### src/common/crlc_consts.vh
// Constants for the reference ladder control block
`ifndef CRLC_CONSTS_VH
`define CRLC_CONSTS_VH

`define CRLC_ADDR_W          4
`define CRLC_DATA_W          8
`define CRLC_CTRL_OFFSET     4'h0
`define CRLC_STAT_OFFSET     4'h1
`define CRLC_CTRL_RESET      8'h00
`define CRLC_POWER_BIT       7
`define CRLC_PINOE_BIT       6
`define CRLC_RANGE_BIT       5
`define CRLC_SOURCE_BIT      4
`define CRLC_TAP_HI          3
`define CRLC_TAP_LO          0
`define CRLC_TAP_W           4
`define CRLC_TAP_COUNT       16
`define CRLC_PIN_DIR_BIT     5
`define CRLC_PORT_W          8
`define CRLC_LOW_STEP_DIV    8'h18
`define CRLC_HIGH_STEP_DIV   8'h20
`define CRLC_HIGH_BASE_TAPS  8'h08
`define CRLC_UNMAPPED_DATA   8'h00
`define CRLC_WORD_ZERO       8'h00
`define CRLC_ONEHOT_ZERO     16'h0000
`define CRLC_ONE_BIT         1'b1
`define CRLC_ZERO_BIT        1'b0

`endif

### src/rtl/crlc_ladder_ctrl.v
// Register and control logic for the comparator reference ladder
//
// How it works
// - Sixteen ladder taps give sixteen levels in each of two ranges.
// - Control bit 7 powers the reference on when set, down when clear.
// - Control bit 6 routes the reference onto the shared analog pin.
// - Bit 5 set picks low range, step 1/24; clear picks high, 1/4 base, 1/32.
// - Bit 4 set takes supply from reference pins, clear from analog rails.
// - Bits 3 to 0 hold the unsigned tap code, zero to fifteen.
// - Any device reset clears the whole control register.
// - Waking from sleep leaves the control register unchanged.
// - Pin gets reference only when output enable and direction-input bit set.
// - Reference control is independent of comparator mode settings.
`timescale 1ns/10ps
`include "crlc_consts.vh"

module crlc_ladder_ctrl #(
  parameter ADDR_W = `CRLC_ADDR_W,
  parameter DATA_W = `CRLC_DATA_W,
  parameter TAPS   = `CRLC_TAP_COUNT,
  parameter TAP_W  = `CRLC_TAP_W,
  parameter PORT_W = `CRLC_PORT_W
) (
  input  wire              clk,                      // System clock, 50 MHz
  input  wire              rst,                      // Async reset, active high
  input  wire [ADDR_W-1:0] reg_addr,                 // Register address
  input  wire [DATA_W-1:0] reg_wdata,                // Write data
  input  wire              reg_wr,                   // Write strobe
  input  wire              reg_rd,                   // Read strobe
  output reg  [DATA_W-1:0] reg_rdata,                // Read data, cycle after strobe
  input  wire [PORT_W-1:0] port_f_direction,         // Port F direction, 1 = input
  input  wire              sleep_active,             // Device asleep
  output reg               ladder_power_enable,      // Ladder powered
  output reg               ladder_pin_output_enable, // Pin switch closed
  output reg               ladder_range_select,      // 1 = low range
  output reg               ladder_source_select,     // 1 = external reference pins
  output reg  [TAP_W-1:0]  ladder_tap_code,          // Tap code to ladder
  output reg  [TAPS-1:0]   ladder_tap_switch,        // One-hot tap switches
  output reg  [7:0]        ladder_step_divisor,      // Span divisor of the range
  output reg  [7:0]        ladder_base_taps          // Base offset in 1/32 steps
);

  ////////////////////////////////////////////////////////////////////////////
  // Control register

  reg  [DATA_W-1:0] reference_ladder_control_reg;
  reg  [DATA_W-1:0] reference_ladder_control_next;
  wire              ctrl_hit;
  wire              stat_hit;

  assign ctrl_hit = (reg_addr == `CRLC_CTRL_OFFSET);
  assign stat_hit = (reg_addr == `CRLC_STAT_OFFSET);

  // Only a write changes the register; comparator settings never feed it
  always @* begin
    reference_ladder_control_next = reference_ladder_control_reg;
    if (reg_wr && ctrl_hit) begin
      reference_ladder_control_next = reg_wdata;
    end
  end

  // Reset clears all bits; sleep and wake have no path here
  always @(posedge clk or posedge rst) begin
    if (rst) begin
      reference_ladder_control_reg <= `CRLC_CTRL_RESET;
    end else begin
      reference_ladder_control_reg <= reference_ladder_control_next;
    end
  end

  ////////////////////////////////////////////////////////////////////////////
  // Ladder drive, computed from the next value so outputs move with the write

  wire              nxt_power;
  wire              nxt_pinoe;
  wire              nxt_range;
  wire              nxt_source;
  wire [TAP_W-1:0]  nxt_tap;
  wire [TAPS-1:0]   nxt_onehot;
  wire              pin_is_input;

  assign nxt_power  = reference_ladder_control_next[`CRLC_POWER_BIT];
  assign nxt_pinoe  = reference_ladder_control_next[`CRLC_PINOE_BIT];
  assign nxt_range  = reference_ladder_control_next[`CRLC_RANGE_BIT];
  assign nxt_source = reference_ladder_control_next[`CRLC_SOURCE_BIT];
  assign nxt_tap    = reference_ladder_control_next[`CRLC_TAP_HI:`CRLC_TAP_LO];
  assign pin_is_input = port_f_direction[`CRLC_PIN_DIR_BIT];

  // Tap switches open while the ladder is powered down
  crlc_tap_decode #(
    .TAPS  (TAPS),
    .TAP_W (TAP_W)
  ) u_tap_decode (
    .tap_code   (nxt_tap),
    .enable     (nxt_power),
    .tap_onehot (nxt_onehot)
  );

  // Registered outputs so the analog side sees glitch-free levels
  always @(posedge clk or posedge rst) begin
    if (rst) begin
      ladder_power_enable      <= `CRLC_ZERO_BIT;
      ladder_pin_output_enable <= `CRLC_ZERO_BIT;
      ladder_range_select      <= `CRLC_ZERO_BIT;
      ladder_source_select     <= `CRLC_ZERO_BIT;
      ladder_tap_code          <= {TAP_W{`CRLC_ZERO_BIT}};
      ladder_tap_switch        <= {TAPS{`CRLC_ZERO_BIT}};
      ladder_step_divisor      <= `CRLC_HIGH_STEP_DIV;
      ladder_base_taps         <= `CRLC_HIGH_BASE_TAPS;
    end else begin
      ladder_power_enable      <= nxt_power;
      // Pin switch needs the pin set as input, else a driven pin would fight
      ladder_pin_output_enable <= nxt_pinoe & pin_is_input;
      ladder_range_select      <= nxt_range;
      ladder_source_select     <= nxt_source;
      ladder_tap_code          <= nxt_tap;
      ladder_tap_switch        <= nxt_onehot;
      // Low range: 0 + n/24; high range: 8/32 + n/32 of the span
      if (nxt_range) begin
        ladder_step_divisor <= `CRLC_LOW_STEP_DIV;
        ladder_base_taps    <= `CRLC_WORD_ZERO;
      end else begin
        ladder_step_divisor <= `CRLC_HIGH_STEP_DIV;
        ladder_base_taps    <= `CRLC_HIGH_BASE_TAPS;
      end
    end
  end

  ////////////////////////////////////////////////////////////////////////////
  // Read port: status shows what actually reaches the ladder and pin

  reg  [DATA_W-1:0] rdata_next;

  always @* begin
    rdata_next = `CRLC_WORD_ZERO;
    if (reg_rd) begin
      if (ctrl_hit) begin
        rdata_next = reference_ladder_control_reg;
      end else if (stat_hit) begin
        rdata_next = {ladder_power_enable, ladder_pin_output_enable,
                      sleep_active, pin_is_input, ladder_tap_code};
      end else begin
        rdata_next = `CRLC_UNMAPPED_DATA;
      end
    end
  end

  // Read data stands only in the cycle after the strobe
  always @(posedge clk or posedge rst) begin
    if (rst) begin
      reg_rdata <= `CRLC_WORD_ZERO;
    end else begin
      reg_rdata <= rdata_next;
    end
  end

endmodule // crlc_ladder_ctrl

### src/rtl/crlc_tap_decode.v
// One-hot tap decoder for the resistor ladder switches
`timescale 1ns/10ps
`include "crlc_consts.vh"

module crlc_tap_decode #(
  parameter TAPS  = `CRLC_TAP_COUNT,
  parameter TAP_W = `CRLC_TAP_W
) (
  input  wire [TAP_W-1:0] tap_code,   // Selected tap code
  input  wire             enable,     // Ladder powered
  output wire [TAPS-1:0]  tap_onehot  // One switch closed per tap
);

  // One comparator per tap; all switches open while powered down
  genvar i;
  generate
    for (i = 0; i < TAPS; i = i + 1) begin : g_tap
      // Index as a sized constant, so only its low bits meet the code
      localparam [31:0] TAP_IDX = i;
      assign tap_onehot[i] = enable & (tap_code == TAP_IDX[TAP_W-1:0]);
    end
  endgenerate

endmodule // crlc_tap_decode

### config.mk
export PLATFORM = sky130hd
export DESIGN_NAME = crlc_ladder_ctrl
export DESIGN_NICKNAME = d
export VERILOG_FILES = /design/src/rtl/crlc_ladder_ctrl.v /design/src/rtl/crlc_tap_decode.v
export VERILOG_INCLUDE_DIRS = /design/src /design/src/common
export SDC_FILE = /design/constraint.sdc
export NUM_CORES = 1
export LEC_CHECK = 0
export BUFFER_PORTS_ARGS = -buffer_cell sky130_fd_sc_hd__clkbuf_2
export CELL_PAD_IN_SITES_DETAIL_PLACEMENT = 1
export CELL_PAD_IN_SITES_GLOBAL_PLACEMENT = 2
export CORE_MARGIN = 8
export CORE_UTILIZATION = 29
export CTS_BUF_LIST = sky130_fd_sc_hd__clkbuf_8
export CTS_CLUSTER_DIAMETER = 60
export CTS_CLUSTER_SIZE = 20
export DETAILED_ROUTE_END_ITERATION = 6
export PLACE_DENSITY = 0.94
export SLEW_MARGIN = 0
export SYNTH_ARGS = -nofsm -noshare
export SYNTH_HDL_FRONTEND = slang
export SYNTH_SLANG_ARGS = --single-unit
export TNS_END_PERCENT = 100
### constraint.sdc
create_clock -name clk -period 1.5 [get_ports clk]
set_input_delay 0.15 -clock clk [delete_from_list [all_inputs] [get_ports clk]]
set_output_delay 0.15 -clock clk [all_outputs]
set_load 0.02 [all_outputs]
After elaboration in Yosys (flattened, before gate mapping)
Index checks and enable logic that the tools add are counted.
- register bits: 56
- input port bits: 25
- output and inout bits: 48
- word-level logic and storage cells: 52
- eq/ne operators: 16
- muxes and demuxes: 6
- bitwise gates (word level): 17
- reductions and logical operators: 3
- operators by type and width (kind ; number):
    4-bit equality test, second input constant ; 8
    8-bit 2-to-1 mux ; 4
    1-bit bitwise AND ; 17
    4-bit by 3-bit equality test with 1-bit output, second input constant ; 4
    4-bit by 1-bit equality test with 1-bit output, second input constant ; 2
    4-bit by 2-bit equality test with 1-bit output, second input constant ; 2
    4-bit logical NOT ; 2
    6-bit 2-to-1 mux ; 1
    4-bit 2-to-1 mux ; 1
    1-bit logical AND ; 1

Longest topological paths before layout
Gate-level depths: netlist (run 1).
- word-level depth: 5
- gate-level depth with buffers: 4
- mapped depth without buffers: 3

Hierarchy
A second synthesis (run 1) with hierarchy kept.
- cells, all modules: 105
- area, all modules: 1356.3 um^2
- modules (own cells, without submodules) (module ; times used ; cells each ; area an instance (um^2) ; sequential area each (um^2)):
    crlc_ladder_ctrl ; 1 ; 82 ; 1238.7 ; 852.1
    crlc_tap_decode ; 1 ; 23 ; 117.6 ; 0.0

Worst setup path before layout (run 1)
No wires, ideal clock.
- path type: input to register
- start point: input port reg_addr[1]
- end point: register ladder_tap_code[1]
- library setup time: 0.125 ns
- arrival: 1.217 ns
- required time: 1.375 ns
- setup slack: 0.159 ns
- stages: 4
- path buffers: 1
- cell sequence: or3_1 > buf_2 > nor2_4 > mux2_2
- longest elaborated chain between the ends: 3
- RTL lines (what ; RTL line ; text):
    start, declared ; crlc_ladder_ctrl.v:26 ; input wire [ADDR_W-1:0] reg_addr,
    4-bit logical NOT (no source line) ; n/a ;
    1-bit logical AND ; crlc_ladder_ctrl.v:57 ; if (reg_wr && ctrl_hit) begin
    8-bit 2-to-1 mux ; crlc_ladder_ctrl.v:57 ;
    net reference_ladder_control_next[1] ; crlc_ladder_ctrl.v:47 ; reg [DATA_W-1:0] reference_ladder_control_next;
    end signal, assigned ; crlc_ladder_ctrl.v:106 ; ladder_tap_code <= {TAP_W{`CRLC_ZERO_BIT}};
    end signal, assigned ; crlc_ladder_ctrl.v:116 ; ladder_tap_code <= nxt_tap;
    end, declared ; crlc_ladder_ctrl.v:37 ; output reg [TAP_W-1:0] ladder_tap_code,
The timed path passes the listed nets, and every way through them passes these cells.

==> flow_metrics.py, run 1 <==
metrics = {
    "timing": {
        "hold_ws_ns": 0.02075,
        "worst_clock_skew_ns": 0.007654,
        "setup_viol": 0,
        "slew_headroom": 0.5688,
        "hold_viol_final": 0,
        "slew_viol_final": 0,
        "rsz0062_at_grt": "false",
        "clock.fmax_mhz": 773.0,
        "worst_slack_ns": 0.2064,
        "timing.setup.tns_ns": 0,
        "period_minus_slack_ns": 1.294,
        "period_share": 0.8624,
        "worstMarginPinSlew_ns": 0.6454,
    },
    "logic_synthesis": {
        "synth_area_leader_cell": "dfrtp_1",
        "synth.distinct_cells": 25,
        "synth-xor-area-share": 0,
        "synth_top_flop_cell": "dfrtp_1",
        "synth_compound_area_frac": 0.06813,
        "yosys.area_share.simple": 0.1696,
        "async_flop_share": 1.000,
        "synth_top_area_frac": 0.4996,
        "ys_warn_count": 0,
        "syn-mean-instance-area_um2": 10.87,
        "ys_top_cells_by_count": "dfrtp_1, buf_4, nand2_1",
        "synth_seq_cells": 34,
        "synth-edff-count": 0,
        "synth.area.mux_share": 0.1363,
        "yosysMostFrequentCell": "dfrtp_1",
        "netlist_instances": 152,
        "syn_area_um2": 1653,
        "synth-adder-area-share": 0,
        "netlist_top_cells_area": "dfrtp_1, buf_4, mux2i_1",
        "synth_top_family_by_area": "simple AND/OR/NAND/NOR gates",
        "synth-seq-area-share": 0.5155,
    },
    "drt": {
        "postRouteAntennaNets": 0,
        "routedWlPerCell_um": 15.64,
        "avgViaCountPerCell": 4.455,
        "vias": 1283,
        "wl_mm": 4.504,
        "dr.pass1.iters": 4,
        "drt_iter0_markers": 32,
        "drc": 0,
    },
    "place": {
        "place_inst": 279,
        "port_buffers": 53,
        "dpl.hpwl_mm": 3.508,
        "pre_cts_slack_ns": -0.04979,
        "placedInstanceArea_um2": 2007,
        "gp_congestion": 0.8109,
    },
    "floorplanning": {
        "start_util": 0.3002,
        "die_w_um": 91.50,
        "die-area_um2": 8371,
        "chipHeight_um": 91.50,
        "core_um2": 5507,
        "ios": 73,
        "num_rows": 27,
    },
    "pwr": {
        "power_mw": 2.496,
        "power.leakage_nw": 1.146,
        "p_per_area_nw_per_um2": 1174,
        "peakVddDrop_mv": 0.3755,
    },
    "final_layout": {
        "largest_register_ffs": 16,
        "layout-drive-gt1-share": 0.4028,
        "area_growth_syn_to_layout_pct": 28.69,
        "final_area_um2": 2127,
        "fin_nets": 240,
        "fillers": 664,
        "final_core_util": 0.3863,
        "final_cells": 288,
        "n_antenna_cell": 0,
    },
    "cts": {
        "cts_buffers": 5,
        "cts_sinks": 34,
        "cts_tree": "yes",
        "post_cts_buffers": 0,
        "clk_latency_ns": 0.29,
        "cts.clk_slew.worst_paths_ns": 0.06,
        "ctsResizeCount": 0,
        "cts_hold_buf": 1,
        "cts_max_level": 2,
        "root_buffer": "clkbuf_8",
        "clockBufferDepth": 2,
    },
    "critical_path": {
        "critical_path.max_fanout": 4,
        "startpoint_type": "flop",
        "crit_type": "reg2reg",
        "end_kind": "flop",
        "required_ns": 1.71,
        "critPathArrivalTime_ns": 1.50,
    },
    "global_route": {
        "grt_pass1_vias": 1457,
        "grt_util_all_layers": 0.1127,
        "overflow": 0,
        "antenna_found_initial": 0,
        "grt_max_degree": 35,
        "grt_pass1_wl_mm": 7.486,
    },
    "run_status": {
        "status": "finished, final reports clean",
    },
    "worst_hold_path": {
        "hp-class": "in2reg",
    },
    "job": {
        "cap_viol_max_count": 0,
    },
}
cell families (layout without fill, tap and decap cells):
kind of cell / after synthesis / count (layout)
AO/OA/AOI/OAI: 18 / 18
other: 1 / 12
buffers and inverters: 26 / 79
multiplexers: 20 / 20
flip-flops: 34 / 34
AND/OR/NAND/NOR: 53 / 53
critical path, cell delays in order (launching register included):
cell	delay (ns)
dfrtp_1	0.37
nor3b_1	0.55
nand3_1	0.14
mux2i_1	0.15
report_power, final:
group	switching (mW)	total, mW	internal (mW)
Sequential	0.0553	1.07	1.01
Combinational	0.405	0.649	0.244
Clock	0.318	0.781	0.463
per-layer routing:
metal  vias up  GRT usage  part of all wire
li1        617          -                 -
met1       622     0.1222              0.40
met2        37     0.1915              0.51
met3         7    0.04280             0.072
met4         0    0.04911             0.018
met5         -          0                 0
layout make-up:
class	count	area (µm²)	area share
Tap cell	72	90.09	0.04235
Sequential cell	34	852.1	0.4006
Clock buffer	8	110.1	0.05176
Multi-Input combinational cell	103	663.1	0.3118
Timing Repair Buffer	70	407.9	0.1918
Inverter	1	3.754	0.001765
cells in the final DEF, fill, tap and decap left out, types with 5 or more instances in the layout:
cell and n:
dfrtp_1 33, mux2i_1 12, clkbuf_2 53, nand3_1 8
nor2_1 5, conb_1 12, buf_4 15, o211ai_1 9
o21ai_0 9, and3_1 7, nand2_1 18, clkbuf_8 8
final timing paths:
kind	start	cells after the start	slack, ns	endpoint
worst min register to register	reference_ladder_control_reg[5]	1	0.53	ladder_step_divisor[5]
worst max register to register	ladder_tap_code[0]	3	0.21	ladder_tap_switch[12]
min in group asynchronous	rst	4	0.50	ladder_tap_switch[1]
worst max-delay path	ladder_tap_code[0]	3	0.21	ladder_tap_switch[12]
worst min-delay path	reg_wdata[5]	2	0.02	ladder_step_divisor[5]
max in group asynchronous	rst	4	0.66	ladder_step_divisor[5]
No activity file was read; power rests on OpenSTA's default activity.
==> run 2: changes to the inputs <==
- ABC_AREA: unset -> 1
- CORE_UTILIZATION: 29 -> 27
==> flow_metrics.py, run 2 <==
metrics = {
    "cts": {
        "clk_latency_ns": 0.28,
        "post_cts_buffers": 0,
        "ctsResizeCount": 0,
        "cts_max_level": 2,
        "cts_sinks": 34,
        "cts.clk_slew.worst_paths_ns": 0.08,
        "cts_buffers": 5,
        "root_buffer": "clkbuf_8",
        "clockBufferDepth": 2,
        "cts_tree": "yes",
    },
    "logic_synthesis": {
        "synth-edff-count": 0,
        "synth_area_leader_cell": "dfrtp_1",
        "synth.area.mux_share": 0,
        "ys_warn_count": 0,
        "syn_area_um2": 1503,
        "synth_top_family_by_area": "simple AND/OR/NAND/NOR gates",
        "synth_top_area_frac": 0.5495,
        "synth_compound_area_frac": 0.01832,
        "ys_top_cells_by_count": "dfrtp_1, nor2_1, nand2_1",
        "synth_seq_cells": 34,
        "yosysMostFrequentCell": "dfrtp_1",
        "synth.distinct_cells": 23,
        "synth-xor-area-share": 0,
        "synth-adder-area-share": 0,
        "netlist_instances": 153,
        "synth_top_flop_cell": "dfrtp_1",
        "yosys.area_share.simple": 0.2465,
        "synth-seq-area-share": 0.5670,
        "netlist_top_cells_area": "dfrtp_1, buf_4, nor2_1",
        "syn-mean-instance-area_um2": 9.822,
        "async_flop_share": 1.000,
    },
    "final_layout": {
        "n_antenna_cell": 0,
        "fin_nets": 231,
        "seq_area_um2": 852.1,
        "area_growth_syn_to_layout_pct": 26.89,
        "final_core_util": 0.3506,
        "layout_common_cells": "clkbuf_2, dfrtp_1, nor2_1",
        "layout_commonest_cell": "clkbuf_2",
        "final_cells": 279,
        "largest_register_ffs": 16,
        "multi_input_area_um2": 442.9,
        "layout-drive-gt1-share": 0.3865,
        "fillers": 634,
    },
    "global_route": {
        "grt_util_all_layers": 0.09323,
        "overflow": 0,
        "grt_pass1_vias": 1267,
        "grt_max_degree": 25,
        "grt_pass1_wl_mm": 6.127,
        "antenna_found_initial": 0,
    },
    "job": {
        "cap_viol_max_count": 0,
    },
    "drt": {
        "routedWlPerCell_um": 12.86,
        "dr.pass1.iters": 4,
        "drt_iter0_markers": 33,
        "drc": 0,
        "postRouteAntennaNets": 0,
        "vias": 1114,
        "avgViaCountPerCell": 3.993,
        "wl_mm": 3.587,
    },
    "pwr": {
        "p_per_area_nw_per_um2": 1371,
        "peakVddDrop_mv": 0.3974,
        "power.leakage_nw": 1.069,
        "power_mw": 2.614,
    },
    "timing": {
        "worst_clock_skew_ns": 0.004548,
        "slew_viol_final": 0,
        "hold_viol_final": 0,
        "timing.setup.tns_ns": 0,
        "rsz0062_at_grt": "false",
        "clock.fmax_mhz": 878.6,
        "setup_viol": 0,
        "period_minus_slack_ns": 1.138,
        "period_share": 0.7588,
    },
    "worst_hold_path": {
        "hp-class": "in2reg",
        "worstHoldStart": "reg_wdata[4]",
    },
    "critical_path": {
        "crit_chain": "clkbuf_2, nor2_4, nand3_2, nand2_1, nand2_2, clkinv_2, nand2_1, nor2_1",
        "end_kind": "flop",
        "cp-startpoint": "reg_addr[1]",
        "worstReg2RegStart": "ladder_tap_code[2]",
        "cpPeakStageDelay_ns": 0.28,
        "cp_slowest_cell": "nand3_2",
        "crit_top_cell": "nand2_1",
        "startpoint_type": "input port",
        "critPathArrivalTime_ns": 1.35,
        "critical_path.max_fanout": 11,
        "crit_buf_inv": 2,
        "required_ns": 1.71,
        "crit_type": "in2reg",
        "cp_top_family": "simple AND/OR/NAND/NOR gates",
    },
    "floorplanning": {
        "die_w_um": 90.60,
        "num_rows": 27,
        "chipHeight_um": 90.60,
        "ios": 73,
        "die-area_um2": 8208,
        "core_um2": 5439,
        "start_util": 0.2763,
    },
    "run_status": {
        "status": "finished, final reports clean",
    },
    "place": {
        "gp_congestion": 0.7327,
        "dpl.hpwl_mm": 2.975,
        "port_buffers": 53,
        "place_inst": 270,
    },
}
run 2: cell count changes in the layout (fill, tap and decap cells not counted), moves of 5 or more:
cell,delta
nor2_1,+20
inv_1,+15
buf_4,-13
mux2i_1,-12
o211ai_1,-9
o21ai_0,-9
and3_1,-7
nand4_1,+7
nand2_1,+5
run 2: repair_timing:
item                       CTS  global route
hold endpoints to repair     9             0
setup endpoints to repair    0             0
hold buffers                 1             0
run 2: report_power, final:
| group | switching (mW) | internal [mW] |
|---|---|---|
| Clock | 0.343 | 0.666 |
| Combinational | 0.395 | 0.162 |
| Sequential | 0.0493 | 0.999 |
| Total | 0.788 | 1.83 |
run 2: stage by stage:
step | worst slack, ns | area (µm²) | hold WS (ns)
2_1_floorplan | 0.4744 | 1544 | 0.2562
3_3_place_gp | 0.1164 | 1759 | 0.1641
3_5_place_dp | 0.05392 | 1759 | 0.1757
4_1_cts | 0.3477 | 1907 | 0.06129
5_1_grt | 0.2158 | 1907 | 0.08751
6_report | 0.3618 | 1907 | 0.06011
run 2: worst reg2reg max path, cell delays in order, from the launching register on:
cell      delay, ns
dfrtp_1        0.38
inv_1          0.08
nand2_1        0.07
nand2_2        0.13
clkinv_2       0.10
nand2_1        0.13
nor2_1         0.07
run 2: path summary, 6_finish.rpt:
kind / end / cells after the start / slack, ns
worst max-delay path: ladder_tap_switch[5] / 8 / 0.36
worst min-delay path: reference_ladder_control_reg[4] / 3 / 0.06
worst max register to register: ladder_tap_switch[5] / 6 / 0.43
worst min register to register: reference_ladder_control_reg[6] / 2 / 0.52
max in group asynchronous: ladder_tap_code[2] / 4 / 0.62
min in group asynchronous: reference_ladder_control_reg[4] / 3 / 0.40
run 2: cell type report:
type | count | area share
Sequential cell | 34 | 0.4469
Timing Repair Buffer | 57 | 0.1627
Tap cell | 72 | 0.04724
Clock inverter | 3 | 0.03609
Multi-Input combinational cell | 90 | 0.2323
Clock buffer | 5 | 0.03609
Inverter | 18 | 0.03871
run 2: per-layer routing:
layer	up-vias	global-route usage	share of wire
met5	-	0	0
met4	0	0.04993	0.019
met3	7	0.04406	0.097
met2	44	0.1492	0.48
met1	524	0.09970	0.40
li1	539	-	-
run 2: logic make-up after synthesis:
family                 count (synthesis)
DFF                                   34
AOI/OAI and AO/OA                      4
other                                  1
buffers and inverters                 40
and+or+nand+nor                       74
